## config.mk

```make
export PLATFORM = sky130hd
export DESIGN_NAME = fsp_top
export DESIGN_NICKNAME = d
export VERILOG_FILES = /design/src/fsp_pkg.sv /design/src/fsp_bus_if.sv /design/src/fsp_cycle.sv /design/src/fsp_top.sv
export SDC_FILE = /design/constraint.sdc
export NUM_CORES = 1
export LEC_CHECK = 0
export BUFFER_PORTS_ARGS = -buffer_cell sky130_fd_sc_hd__buf_2
export CAP_MARGIN = 20
export CORE_MARGIN = 2
export CORE_UTILIZATION = 59
export CTS_BUF_LIST = sky130_fd_sc_hd__clkbuf_8
export DETAILED_ROUTE_END_ITERATION = 8
export PLACE_DENSITY = 0.88
export SKIP_CTS_REPAIR_TIMING = 1
export SLEW_MARGIN = 15
export SYNTH_ARGS = -nofsm -noshare
export SYNTH_HDL_FRONTEND = slang
export SYNTH_SLANG_ARGS = --single-unit
```

## constraint.sdc

```tcl
create_clock -name core_clk -period 8.95 [get_ports core_clk]
set_clock_uncertainty 0.1 [all_clocks]
set_input_delay 0.4475 -clock core_clk [delete_from_list [all_inputs] [get_ports core_clk]]
set_output_delay 0.4475 -clock core_clk [all_outputs]
set_load 0.03 [all_outputs]
```

## src/fsp_pkg.sv

```systemverilog
// package: constants and types for the flash status poller
//------------------------------------------------------------
// Notes on behaviour
//------------------------------------------------------------
// Notes on behaviour
// - on timing-limit high, controller writes the reset command only if two further reads still toggle.
// - polling interrupted by other work restarts from the first step.
// - confirm acceptance by toggling, sample erase-timeout before and after adds.
// - erase-timeout high after an add: that add may be lost.
// - buffer-abort flag high: controller writes the buffer-abort reset sequence.
// - never read the program-suspended sector; other sectors give data.
// - write-buffer polling uses the last loaded buffer address.
package fsp_pkg;
  localparam int ADDR_W = 25;
  localparam int DATA_W = 16;
  // flash status bit positions
  localparam int BIT_ABORT = 1;
  localparam int BIT_SEC_TOG = 2;
  localparam int BIT_ERASE_TO = 3;
  localparam int BIT_TLIMIT = 5;
  localparam int BIT_PRI_TOG = 6;
  localparam int BIT_POLL = 7;
  // flash command words
  localparam logic [15:0] CMD_RESET = 16'h00F0;
  localparam logic [15:0] CMD_UNLOCK1 = 16'h00AA;
  localparam logic [15:0] CMD_UNLOCK2 = 16'h0055;
  localparam logic [15:0] CMD_ABORT_RST = 16'h00F0;
  localparam logic [ADDR_W-1:0] ADDR_UNLOCK1 = 25'h000_0555;
  localparam logic [ADDR_W-1:0] ADDR_UNLOCK2 = 25'h000_02AA;
  // flash bus cycle timing
  localparam int T_CYCLE_NS = 70;
  localparam int CLK_NS = 25;
  localparam int CYC_BUS = (T_CYCLE_NS + CLK_NS - 1) / CLK_NS;
  // controller register map (word index == byte offset / 4)
  localparam logic [3:0] REG_CTRL = 4'h0;
  localparam logic [3:0] REG_ADDR = 4'h1;
  localparam logic [3:0] REG_DATA = 4'h2;
  localparam logic [3:0] REG_STAT = 4'h3;
  localparam logic [3:0] REG_ERSTAT = 4'h4;
  // ctrl bits
  localparam int CTRL_POLL = 0;
  localparam int CTRL_ADD = 1;
  localparam int CTRL_WBUF = 2;
  localparam int CTRL_WRITE = 3;
  localparam int CTRL_READ = 4;
  // status codes
  localparam logic [2:0] RES_NONE = 3'h0;
  localparam logic [2:0] RES_OK = 3'h1;
  localparam logic [2:0] RES_TLIMIT = 3'h2;
  localparam logic [2:0] RES_ABORT = 3'h3;
  localparam logic [2:0] RES_ADD_LOST = 3'h4;
  localparam logic [2:0] RES_ADD_OK = 3'h5;
  typedef enum logic [3:0] {
    FSP_IDLE, FSP_CYC, FSP_RD1, FSP_RD2, FSP_CHK, FSP_RD3, FSP_RD4, FSP_FIN,
    FSP_RST, FSP_AB1, FSP_AB2, FSP_AB3, FSP_PRE, FSP_ADD, FSP_POST
  } fsp_state_t;
endpackage

```

## src/fsp_bus_if.sv

```systemverilog
// interface: single flash bus cycle request and result
`timescale 1ns/1ps
interface fsp_bus_if;
  logic start;
  logic wr;
  logic [fsp_pkg::ADDR_W-1:0] addr;
  logic [fsp_pkg::DATA_W-1:0] wdata;
  logic done;
  logic [fsp_pkg::DATA_W-1:0] rdata;
  modport master (output start, output wr, output addr, output wdata, input done, input rdata);
  modport slave (input start, input wr, input addr, input wdata, output done, output rdata);
endinterface

```

## src/fsp_cycle.sv

```systemverilog
// module: runs one asynchronous flash read or write cycle on the pins
`timescale 1ns/1ps
module fsp_cycle (
  input wire logic core_clk,
  input wire logic reset,
  fsp_bus_if.slave bus,
  output logic [fsp_pkg::ADDR_W-1:0] flash_addr,
  output logic flash_ce_n,
  output logic flash_oe_n,
  output logic flash_we_n,
  output logic [fsp_pkg::DATA_W-1:0] flash_dq_out,
  output logic flash_dq_oe,
  input wire logic [fsp_pkg::DATA_W-1:0] flash_dq_in
);
  logic [fsp_pkg::DATA_W-1:0] dq_s1;
  logic [fsp_pkg::DATA_W-1:0] dq_s2;
  logic [3:0] cnt;
  logic busy;
  logic done;
  logic [fsp_pkg::DATA_W-1:0] rdata;
  wire last = busy && cnt == 4'(fsp_pkg::CYC_BUS);
  assign bus.done = done;
  assign bus.rdata = rdata;
  // two-stage sampling of the data pins
  always_ff @(posedge core_clk or posedge reset) begin
    if (reset) begin
      dq_s1 <= 16'h0000;
      dq_s2 <= 16'h0000;
    end else begin
      dq_s1 <= flash_dq_in;
      dq_s2 <= dq_s1;
    end
  end
  // each cycle deasserts chip enable so toggle bits advance
  always_ff @(posedge core_clk or posedge reset) begin
    if (reset) begin
      busy <= 1'b0;
      cnt <= 4'h0;
      done <= 1'b0;
      rdata <= 16'h0000;
      flash_addr <= 25'h000_0000;
      flash_ce_n <= 1'b1;
      flash_oe_n <= 1'b1;
      flash_we_n <= 1'b1;
      flash_dq_out <= 16'h0000;
      flash_dq_oe <= 1'b0;
    end else begin
      done <= last;
      if (bus.start && !busy) begin
        busy <= 1'b1;
        cnt <= 4'h0;
        flash_addr <= bus.addr;
        flash_dq_out <= bus.wdata;
        flash_dq_oe <= bus.wr;
        flash_ce_n <= 1'b0;
        flash_oe_n <= bus.wr;
        flash_we_n <= !bus.wr;
      end else if (last) begin
        busy <= 1'b0;
        rdata <= dq_s2;
        flash_ce_n <= 1'b1;
        flash_oe_n <= 1'b1;
        flash_we_n <= 1'b1;
        flash_dq_oe <= 1'b0;
      end else if (busy) begin
        cnt <= cnt + 4'h1;
      end
    end
  end
endmodule

```

## src/fsp_top.sv

```systemverilog
// module: host-side status poller for a parallel flash
//
// The placing of the registers and strobed register access were decided locally.
`timescale 1ns/1ps
module fsp_top (
  input wire logic core_clk,
  input wire logic reset,
  input wire logic [3:0] reg_addr,
  input wire logic [31:0] reg_wdata,
  input wire logic reg_wr,
  input wire logic reg_rd,
  output logic [31:0] reg_rdata,
  output logic [fsp_pkg::ADDR_W-1:0] flash_addr,
  output logic flash_ce_n,
  output logic flash_oe_n,
  output logic flash_we_n,
  output logic [fsp_pkg::DATA_W-1:0] flash_dq_out,
  output logic flash_dq_oe,
  input wire logic [fsp_pkg::DATA_W-1:0] flash_dq_in
);
  fsp_bus_if bus ();
  fsp_pkg::fsp_state_t state;
  fsp_pkg::fsp_state_t ret_state;
  logic [fsp_pkg::ADDR_W-1:0] op_addr;
  logic [fsp_pkg::DATA_W-1:0] op_data;
  logic [fsp_pkg::DATA_W-1:0] first_rd;
  logic [fsp_pkg::DATA_W-1:0] last_rd;
  logic [fsp_pkg::DATA_W-1:0] pre_rd;
  logic [2:0] result;
  logic busy;
  logic wbuf;
  logic start;
  logic wr;
  logic [fsp_pkg::ADDR_W-1:0] cyc_addr;
  logic [fsp_pkg::DATA_W-1:0] cyc_wdata;
  logic [fsp_pkg::DATA_W-1:0] rd_data_reg;
  logic [31:0] rdata;

  fsp_cycle u_cycle (
    .core_clk(core_clk),
    .reset(reset),
    .bus(bus),
    .flash_addr(flash_addr),
    .flash_ce_n(flash_ce_n),
    .flash_oe_n(flash_oe_n),
    .flash_we_n(flash_we_n),
    .flash_dq_out(flash_dq_out),
    .flash_dq_oe(flash_dq_oe),
    .flash_dq_in(flash_dq_in)
  );
  assign bus.start = start;
  assign bus.wr = wr;
  assign bus.addr = cyc_addr;
  assign bus.wdata = cyc_wdata;

  //------------------------------------------------------------
  // status decode
  //------------------------------------------------------------
  function automatic logic toggled(input logic [15:0] a, input logic [15:0] b);
    toggled = a[fsp_pkg::BIT_PRI_TOG] != b[fsp_pkg::BIT_PRI_TOG];
  endfunction
  wire cmd_go = reg_wr && reg_addr == fsp_pkg::REG_CTRL && !busy;
  wire toggling = toggled(first_rd, bus.rdata);
  wire tlimit_hi = first_rd[fsp_pkg::BIT_TLIMIT] || bus.rdata[fsp_pkg::BIT_TLIMIT];
  wire abort_hi = wbuf && bus.rdata[fsp_pkg::BIT_ABORT];
  wire etimeout_hi = bus.rdata[fsp_pkg::BIT_ERASE_TO];
  // secondary toggle compared across the reads around an add
  wire sec_tog = pre_rd[fsp_pkg::BIT_SEC_TOG] != last_rd[fsp_pkg::BIT_SEC_TOG];

  //------------------------------------------------------------
  // register read
  //------------------------------------------------------------
  // read decode, unmapped reads return zero
  always_comb begin
    case (reg_addr)
      fsp_pkg::REG_CTRL: rdata = {31'h0000_0000, busy};
      fsp_pkg::REG_ADDR: rdata = {7'h00, op_addr};
      fsp_pkg::REG_DATA: rdata = {16'h0000, rd_data_reg};
      fsp_pkg::REG_STAT: rdata = {29'h0000_0000, result};
      fsp_pkg::REG_ERSTAT: rdata = {30'h0000_0000, sec_tog, pre_rd[fsp_pkg::BIT_ERASE_TO]};
      default: rdata = 32'h0000_0000;
    endcase
  end
  always_ff @(posedge core_clk or posedge reset) begin
    if (reset) begin
      reg_rdata <= 32'h0000_0000;
    end else begin
      reg_rdata <= reg_rd ? rdata : 32'h0000_0000;
    end
  end

  //------------------------------------------------------------
  // sequencer
  //------------------------------------------------------------
  // one flash cycle at a time; cycles follow back to back
  always_ff @(posedge core_clk or posedge reset) begin
    if (reset) begin
      state <= fsp_pkg::FSP_IDLE;
      ret_state <= fsp_pkg::FSP_IDLE;
      op_addr <= 25'h000_0000;
      op_data <= 16'h0000;
      first_rd <= 16'h0000;
      last_rd <= 16'h0000;
      pre_rd <= 16'h0000;
      result <= fsp_pkg::RES_NONE;
      busy <= 1'b0;
      wbuf <= 1'b0;
      start <= 1'b0;
      wr <= 1'b0;
      cyc_addr <= 25'h000_0000;
      cyc_wdata <= 16'h0000;
      rd_data_reg <= 16'h0000;
    end else begin
      start <= 1'b0;
      if (reg_wr && !busy && reg_addr == fsp_pkg::REG_ADDR) begin
        op_addr <= reg_wdata[fsp_pkg::ADDR_W-1:0];
      end
      if (reg_wr && !busy && reg_addr == fsp_pkg::REG_DATA) begin
        op_data <= reg_wdata[fsp_pkg::DATA_W-1:0];
      end
      case (state)
        fsp_pkg::FSP_IDLE: begin
          if (cmd_go) begin
            busy <= 1'b1;
            result <= fsp_pkg::RES_NONE;
            wbuf <= reg_wdata[fsp_pkg::CTRL_WBUF];
            start <= 1'b1;
            cyc_addr <= op_addr;
            cyc_wdata <= op_data;
            wr <= reg_wdata[fsp_pkg::CTRL_WRITE];
            if (reg_wdata[fsp_pkg::CTRL_ADD]) begin
              wr <= 1'b0;
              state <= fsp_pkg::FSP_PRE;
            end else if (reg_wdata[fsp_pkg::CTRL_POLL]) begin
              wr <= 1'b0;
              state <= fsp_pkg::FSP_RD1;
            end else begin
              ret_state <= fsp_pkg::FSP_FIN;
              state <= fsp_pkg::FSP_CYC;
            end
          end
        end
        fsp_pkg::FSP_CYC: if (bus.done) begin
          rd_data_reg <= bus.rdata;
          state <= ret_state;
        end
        fsp_pkg::FSP_RD1: if (bus.done) begin
          first_rd <= bus.rdata;
          start <= 1'b1;
          state <= fsp_pkg::FSP_RD2;
        end
        fsp_pkg::FSP_RD2: if (bus.done) begin
          last_rd <= bus.rdata;
          if (!toggling) begin
            result <= fsp_pkg::RES_OK;
            state <= fsp_pkg::FSP_FIN;
          end else if (abort_hi) begin
            result <= fsp_pkg::RES_ABORT;
            state <= fsp_pkg::FSP_AB1;
            wr <= 1'b1;
            cyc_addr <= fsp_pkg::ADDR_UNLOCK1;
            cyc_wdata <= fsp_pkg::CMD_UNLOCK1;
            start <= 1'b1;
          end else if (tlimit_hi) begin
            state <= fsp_pkg::FSP_RD3;
            start <= 1'b1;
          end else begin
            start <= 1'b1;
            state <= fsp_pkg::FSP_RD1;
          end
        end
        fsp_pkg::FSP_RD3: if (bus.done) begin
          first_rd <= bus.rdata;
          start <= 1'b1;
          state <= fsp_pkg::FSP_RD4;
        end
        fsp_pkg::FSP_RD4: if (bus.done) begin
          if (!toggling) begin
            result <= fsp_pkg::RES_OK;
            state <= fsp_pkg::FSP_FIN;
          end else begin
            result <= fsp_pkg::RES_TLIMIT;
            wr <= 1'b1;
            cyc_addr <= op_addr;
            cyc_wdata <= fsp_pkg::CMD_RESET;
            start <= 1'b1;
            ret_state <= fsp_pkg::FSP_FIN;
            state <= fsp_pkg::FSP_CYC;
          end
        end
        fsp_pkg::FSP_AB1: if (bus.done) begin
          cyc_addr <= fsp_pkg::ADDR_UNLOCK2;
          cyc_wdata <= fsp_pkg::CMD_UNLOCK2;
          start <= 1'b1;
          state <= fsp_pkg::FSP_AB2;
        end
        fsp_pkg::FSP_AB2: if (bus.done) begin
          cyc_addr <= fsp_pkg::ADDR_UNLOCK1;
          cyc_wdata <= fsp_pkg::CMD_ABORT_RST;
          start <= 1'b1;
          ret_state <= fsp_pkg::FSP_FIN;
          state <= fsp_pkg::FSP_CYC;
        end
        fsp_pkg::FSP_PRE: if (bus.done) begin
          pre_rd <= bus.rdata;
          if (etimeout_hi) begin
            result <= fsp_pkg::RES_ADD_LOST;
            state <= fsp_pkg::FSP_FIN;
          end else begin
            wr <= 1'b1;
            cyc_wdata <= op_data;
            start <= 1'b1;
            state <= fsp_pkg::FSP_ADD;
          end
        end
        fsp_pkg::FSP_ADD: if (bus.done) begin
          wr <= 1'b0;
          start <= 1'b1;
          state <= fsp_pkg::FSP_POST;
        end
        fsp_pkg::FSP_POST: if (bus.done) begin
          last_rd <= bus.rdata;
          // a risen flag means the window closed around the add
          result <= etimeout_hi ? fsp_pkg::RES_ADD_LOST : fsp_pkg::RES_ADD_OK;
          state <= fsp_pkg::FSP_FIN;
        end
        fsp_pkg::FSP_FIN: begin
          busy <= 1'b0;
          wr <= 1'b0;
          state <= fsp_pkg::FSP_IDLE;
        end
        default: state <= fsp_pkg::FSP_IDLE;
      endcase
    end
  end
  // secondary toggle reported for software sector decode
endmodule

```

=== Word-level counts from Yosys, hierarchy flattened ===
Cells that the tools add are included.

* Register bits: 258
* Bits of input ports: 56
* Output and inout bits: 77
* Word-level logic and storage cells: 197

* Add/subtract/negate cells: 1
* Equality and inequality tests: 38
* Multiplexer cells: 89
* Bitwise gates (word level): 1
* Reduce and logical (&&, ||, !) cells: 40

{| class="wikitable"
|+ Operators by type and width
! kind !! number
|-
| 25-bit case mux with 5 select lines || 2
|-
| 25-bit 2-to-1 mux || 8
|-
| 16-bit 2-to-1 mux || 10
|-
| 16-bit case mux with 6 select lines || 1
|-
| 4-bit 2-to-1 mux || 23
|-
| 4-bit case mux with 11 select lines || 1
|-
| 32-bit 2-to-1 mux || 1
|-
| 3-bit 2-to-1 mux || 10
|-
| 1-bit 2-to-1 mux || 26
|-
| 2-bit by 1-bit != test with 1-bit output, second input constant || 11
|-
| 11-bit AND reduction || 2
|-
| 4-bit by 2-bit == test with 1-bit output, second input constant || 5
|-
| 4-bit == test, second input constant || 5
|-
| 4-bit by 3-bit == test with 1-bit output, second input constant || 4
|-
| 2-bit != test, second input constant || 8
|-
| 2-bit AND reduction || 8
|-
| 3-bit case mux with 5 select lines || 1
|-
| 4-bit case mux with 3 select lines || 1
|-
| 6-bit nonzero test || 2
|-
| 10-bit AND reduction || 1
|-
| 5-bit nonzero test || 2
|-
| 9-bit AND reduction || 1
|-
| 4-bit by 1-bit == test with 1-bit output, second input constant || 2
|-
| 1-bit logical AND || 8
|-
| other kinds (17) || 26
|}

=== Longest topological paths before layout ===
* Word-level depth: 6
* Mapped depth: 8

=== Modules after synthesis ===
From an unflattened synthesis, not the netlist that was laid out.

* Cell total of the unflattened synthesis: 866
* Area, all modules: 9888.2 µm²

{| class="wikitable"
|+ By module, submodules not included
! module !! instances !! cells an instance !! area an instance (µm²) !! seq. area each (µm²)
|-
| fsp_top || 1 || 586 || 6498.7 || 3503.4
|-
| fsp_cycle || 1 || 280 || 3389.5 || 2481.1
|}

=== Worst setup path after synthesis ===
Ideal clock, no wire load.

* Path type: input -> register
* Start: input port reg_addr[0]
* End: register cyc_wdata (netlist bit bus.wdata[4])
* Data arrival time: 1.971 ns
* Slack: 6.755 ns
* Cell stages on the path: 6
* Cells stage by stage: buf_2 nor4b_2 a211o_2 nand3_2 a211oi_4 mux2_2

* Longest elaborated chain between the ends: 5

{| class="wikitable"
|+ Ends and longest elaborated chain
! item !! line !! RTL
|-
| from (decl) || fsp_top.sv:8 || <nowiki>input wire logic [3:0] reg_addr,</nowiki>
|-
| 4-bit logical NOT || fsp_top.sv:62 || <nowiki>wire cmd_go = reg_wr && reg_addr == fsp_pkg::REG_CTRL && !busy;</nowiki>
|-
| 1-bit logical AND (2 in series) || fsp_top.sv:62 ||
|-
| 2-bit != test (no line) || - ||
|-
| 11-bit AND reduction (no line) || - ||
|-
| to (signal assigned) || fsp_top.sv:129 || <nowiki>cyc_wdata <= op_data;</nowiki>
|-
| to (signal assigned) || fsp_top.sv:162 || <nowiki>cyc_wdata <= fsp_pkg::CMD_UNLOCK1;</nowiki>
|-
| to (signal assigned) || fsp_top.sv:185 || <nowiki>cyc_wdata <= fsp_pkg::CMD_RESET;</nowiki>
|-
| to (decl) || fsp_top.sv:35 || <nowiki>logic [fsp_pkg::DATA_W-1:0] cyc_wdata;</nowiki>
|}

Every way passes these cells.
A chain may end at the register's enable or synchronous reset.

=== Final worst setup path ===
* Start: register state[2]
* End: register cyc_wdata (netlist bit bus.wdata[5])

* Longest elaborated chain between the ends: 3
* Elaborated cells between the ends (all ways): 19

{| class="wikitable"
|+ Ends and longest elaborated chain
! item !! line !! RTL
|-
| from (decl) || fsp_top.sv:22 || <nowiki>fsp_pkg::fsp_state_t state;</nowiki>
|-
| from (signal assigned) || fsp_top.sv:98 || <nowiki>state <= fsp_pkg::FSP_IDLE;</nowiki>
|-
| from (signal assigned) || fsp_top.sv:133 || <nowiki>state <= fsp_pkg::FSP_PRE;</nowiki>
|-
| from (signal assigned) || fsp_top.sv:136 || <nowiki>state <= fsp_pkg::FSP_RD1;</nowiki>
|-
| 4-bit == test, or another cell as far along || fsp_top.sv:121 || <nowiki>case (state)</nowiki>
|-
| 6-bit nonzero test (no line), or another cell as far along || - ||
|-
| 11-bit AND reduction (no line) || - ||
|}

Several ways; a longest one is shown, not always the timed one.

==> flow_metrics.tcl <==
set metrics [dict create \
    status "complete, but fails checks" \
    violations "hold timing" \
    initial_core_util_pct 60.6 \
    yosysWarnings 0 \
    synth_seq_area_share_pct 62.0 \
    tightest_slew_ns 1.08 \
    insertion_delay_ns 0.52 \
    syn_inst 811 \
    worstPathMaxFanout 23 \
    routedLengthMet1_um 9150 \
    final.period_utilization_pct 38.2 \
    layout_common_cells "236 x dfrtp_1, 125 x nand2_1, 118 x buf_2" \
    synthTopCellsByArea "dfrtp_1 61%, mux2_2 11%, nand2_1 4.9%" \
    port_buffers 118 \
    fp.dieH_um 132 \
    leakage_nw 5.60 \
    synth_simple_gate_area_share_pct 10.4 \
    route.detailed.drc 0 \
    tns_ns 0 \
    core_area_um2 15900 \
    cts_num_sinks 239 \
    ir_worst_vdd_v 0.000139 \
    synthMuxAreaShare_pct 14.3 \
    synth-seq-cells 239 \
    slowest_stage "a211oi_4" \
    drive_above_1_share_pct 29.5 \
    n_fill_cell 1099 \
    synth_edf_count 0 \
    ioPinCount 133 \
    avgViaCountPerCell 5.48 \
    wl_met2_um 9480 \
    crit_chain "clkinv_1 > nor3_1 > nand2_1 > a211oi_4 > mux2_2" \
    die_area_um2 17400 \
    synth_area_per_cell_um2 11.9 \
    finalNonFillerCells 1187 \
    setup_viol 0 \
    num_vias 6502 \
    grt_util_all_layers_pct 23.9 \
    p_per_area_nw_per_um2 181 \
    syn_area_um2 9660 \
    period_needed_ns 3.42 \
    htreeDepth 2 \
    cp.required_ns 9.26 \
    critPathTopFamily "compound AO/OA/AOI/OAI gates" \
    maxSlewHeadroom_pct 27.6 \
    cp.buffers_inverters 1 \
    post-dp-hpwl_um 14100 \
    final_nets 1006 \
    rsz0062_at_grt "no" \
    synth_top_family_by_area "multiplexers" \
    root_buffer "clkbuf_8" \
    synth.top_cell.area_share_pct 61.1 \
    die_w_um 132 \
    ys.flop_type "dfrtp_1" \
    grt_first_pass_wirelength_um 33000 \
    drt_iter0_markers 567 \
    synthAdderAreaFrac_pct 0.130 \
    worstSetupPathType "flop to flop" \
    hold_viol_final 38 \
    dp.cells 1108 \
    worstPathArrival_ns 3.73 \
    first_global_vias 6395 \
    rows 46 \
    synth_xor_area_share_pct 0.816 \
    gp_congestion 0.885 \
    area_delta_synth_final_pct 16.5 \
    overflow 0 \
    cap_violations 0 \
    regArea_um2 5980 \
    cts_tree "built" \
    multiInputGateArea_um2 3310 \
    max_freq_mhz 292 \
    ant_nets 0 \
    start_kind "flop" \
    cts-buffers-inserted 38 \
    dr_wl_met3_um 1220 \
    holdWs_ns -0.0141 \
    grt_max_degree 113 \
    highest_layer "met5" \
    antenna_found_initial 3 \
    crit_path_max_incr_delay_ns 0.94 \
    min_path_type "input pin to asynchronous set/reset pin" \
    synthArstFlopShare_pct 100 \
    finalWirelength_um 20700 \
    synth_top_area_cell "dfrtp_1" \
    drt-pass1-iter-count 6 \
    path_clk_slew_ns 0.06 \
    synth_compound_area_share_pct 8.25 \
    final_common_cell "dfrtp_1" \
    wl_per_cell_um 17.5 \
    cts_buffer_depth 3 \
    slew_violations 0 \
    cp-end-kind "flop" \
    synth_cell_types 56 \
]
[kinds of logic (layout without fill, tap and decap cells)]
family,after synthesis,in the layout
adder cells (fa/ha/maj),1,1
XOR/XNOR,9,9
buffers and inverters,87,239
flip-flops,239,239
AO/OA/AOI/OAI,130,130
AND/OR/NAND/NOR,218,218
other,1,9
multiplexers,126,126
[final timing paths]
check	endpoint	slack [ns]	cells after the start	start
worst max-delay path	bus.wdata[5]	5.53	5	state[2]
worst min-delay path	u_cycle.flash_dq_oe	-0.01	2	reset
worst max register to register	bus.wdata[5]	5.53	5	state[2]
worst min register to register	u_cycle.dq_s2[7]	0.24	0	u_cycle.dq_s1[7]
max in group asynchronous	op_addr[22]	6.71	4	reset
min in group core_clk	op_addr[16]	0.06	2	reg_wdata[16]
[synth_stat cells, drive strengths merged, types with 13 or more instances]
library cell,count
and3,13
a22oi,15
inv,39
clkbuf,27
mux2,94
mux2i,32
o21ai,63
dfrtp,236
a21oi,25
nand2,125
nor2,28
nand3,15
buf,20
[metal layers]
| metal | vias up | track usage (%) |
|---|---|---|
| met2 | 235 | 35.5 |
| met3 | 64 | 4.42 |
| met1 | 3170 | 33.9 |
| li1 | 3031 | - |
| met5 | - | 0 |
| met4 | 2 | 13.0 |
[final cells by class]
| type | count | area share [%] |
|---|---|---|
| diodes | 2 | 0.0445 |
| clock buffers | 46 | 5.63 |
| clock inverters | 14 | 0.745 |
| inverters | 40 | 1.40 |
| multi-input cells | 491 | 29.4 |
| flip-flops and latches | 239 | 53.2 |
| well taps | 216 | 2.40 |
| repair buffers | 139 | 7.15 |
[power by group]
part	internal [W]	switching (W)	total, W
Clock	0.000488	0.000390	0.000878
Sequential	0.00109	0.00000691	0.00110
Combinational	0.0000209	0.0000412	0.0000621
[metrics by stage]
stage	util (%)	setup slack (ns)	instance area [um2]	total power, W	hold slack [ns]
floorplan	-	1.85	9680	0.00115	0.231
finish	70.6	5.53	11200	0.00204	-0.0141
global placement	64.8	5.64	10300	0.00118	0.231
global route	70.6	5.40	11200	0.00212	0.0363
CTS	69.4	5.59	11100	0.00205	-0.0939
detailed placement	64.9	5.49	10400	0.00118	0.235
Power figures use the tool's default switching activity.
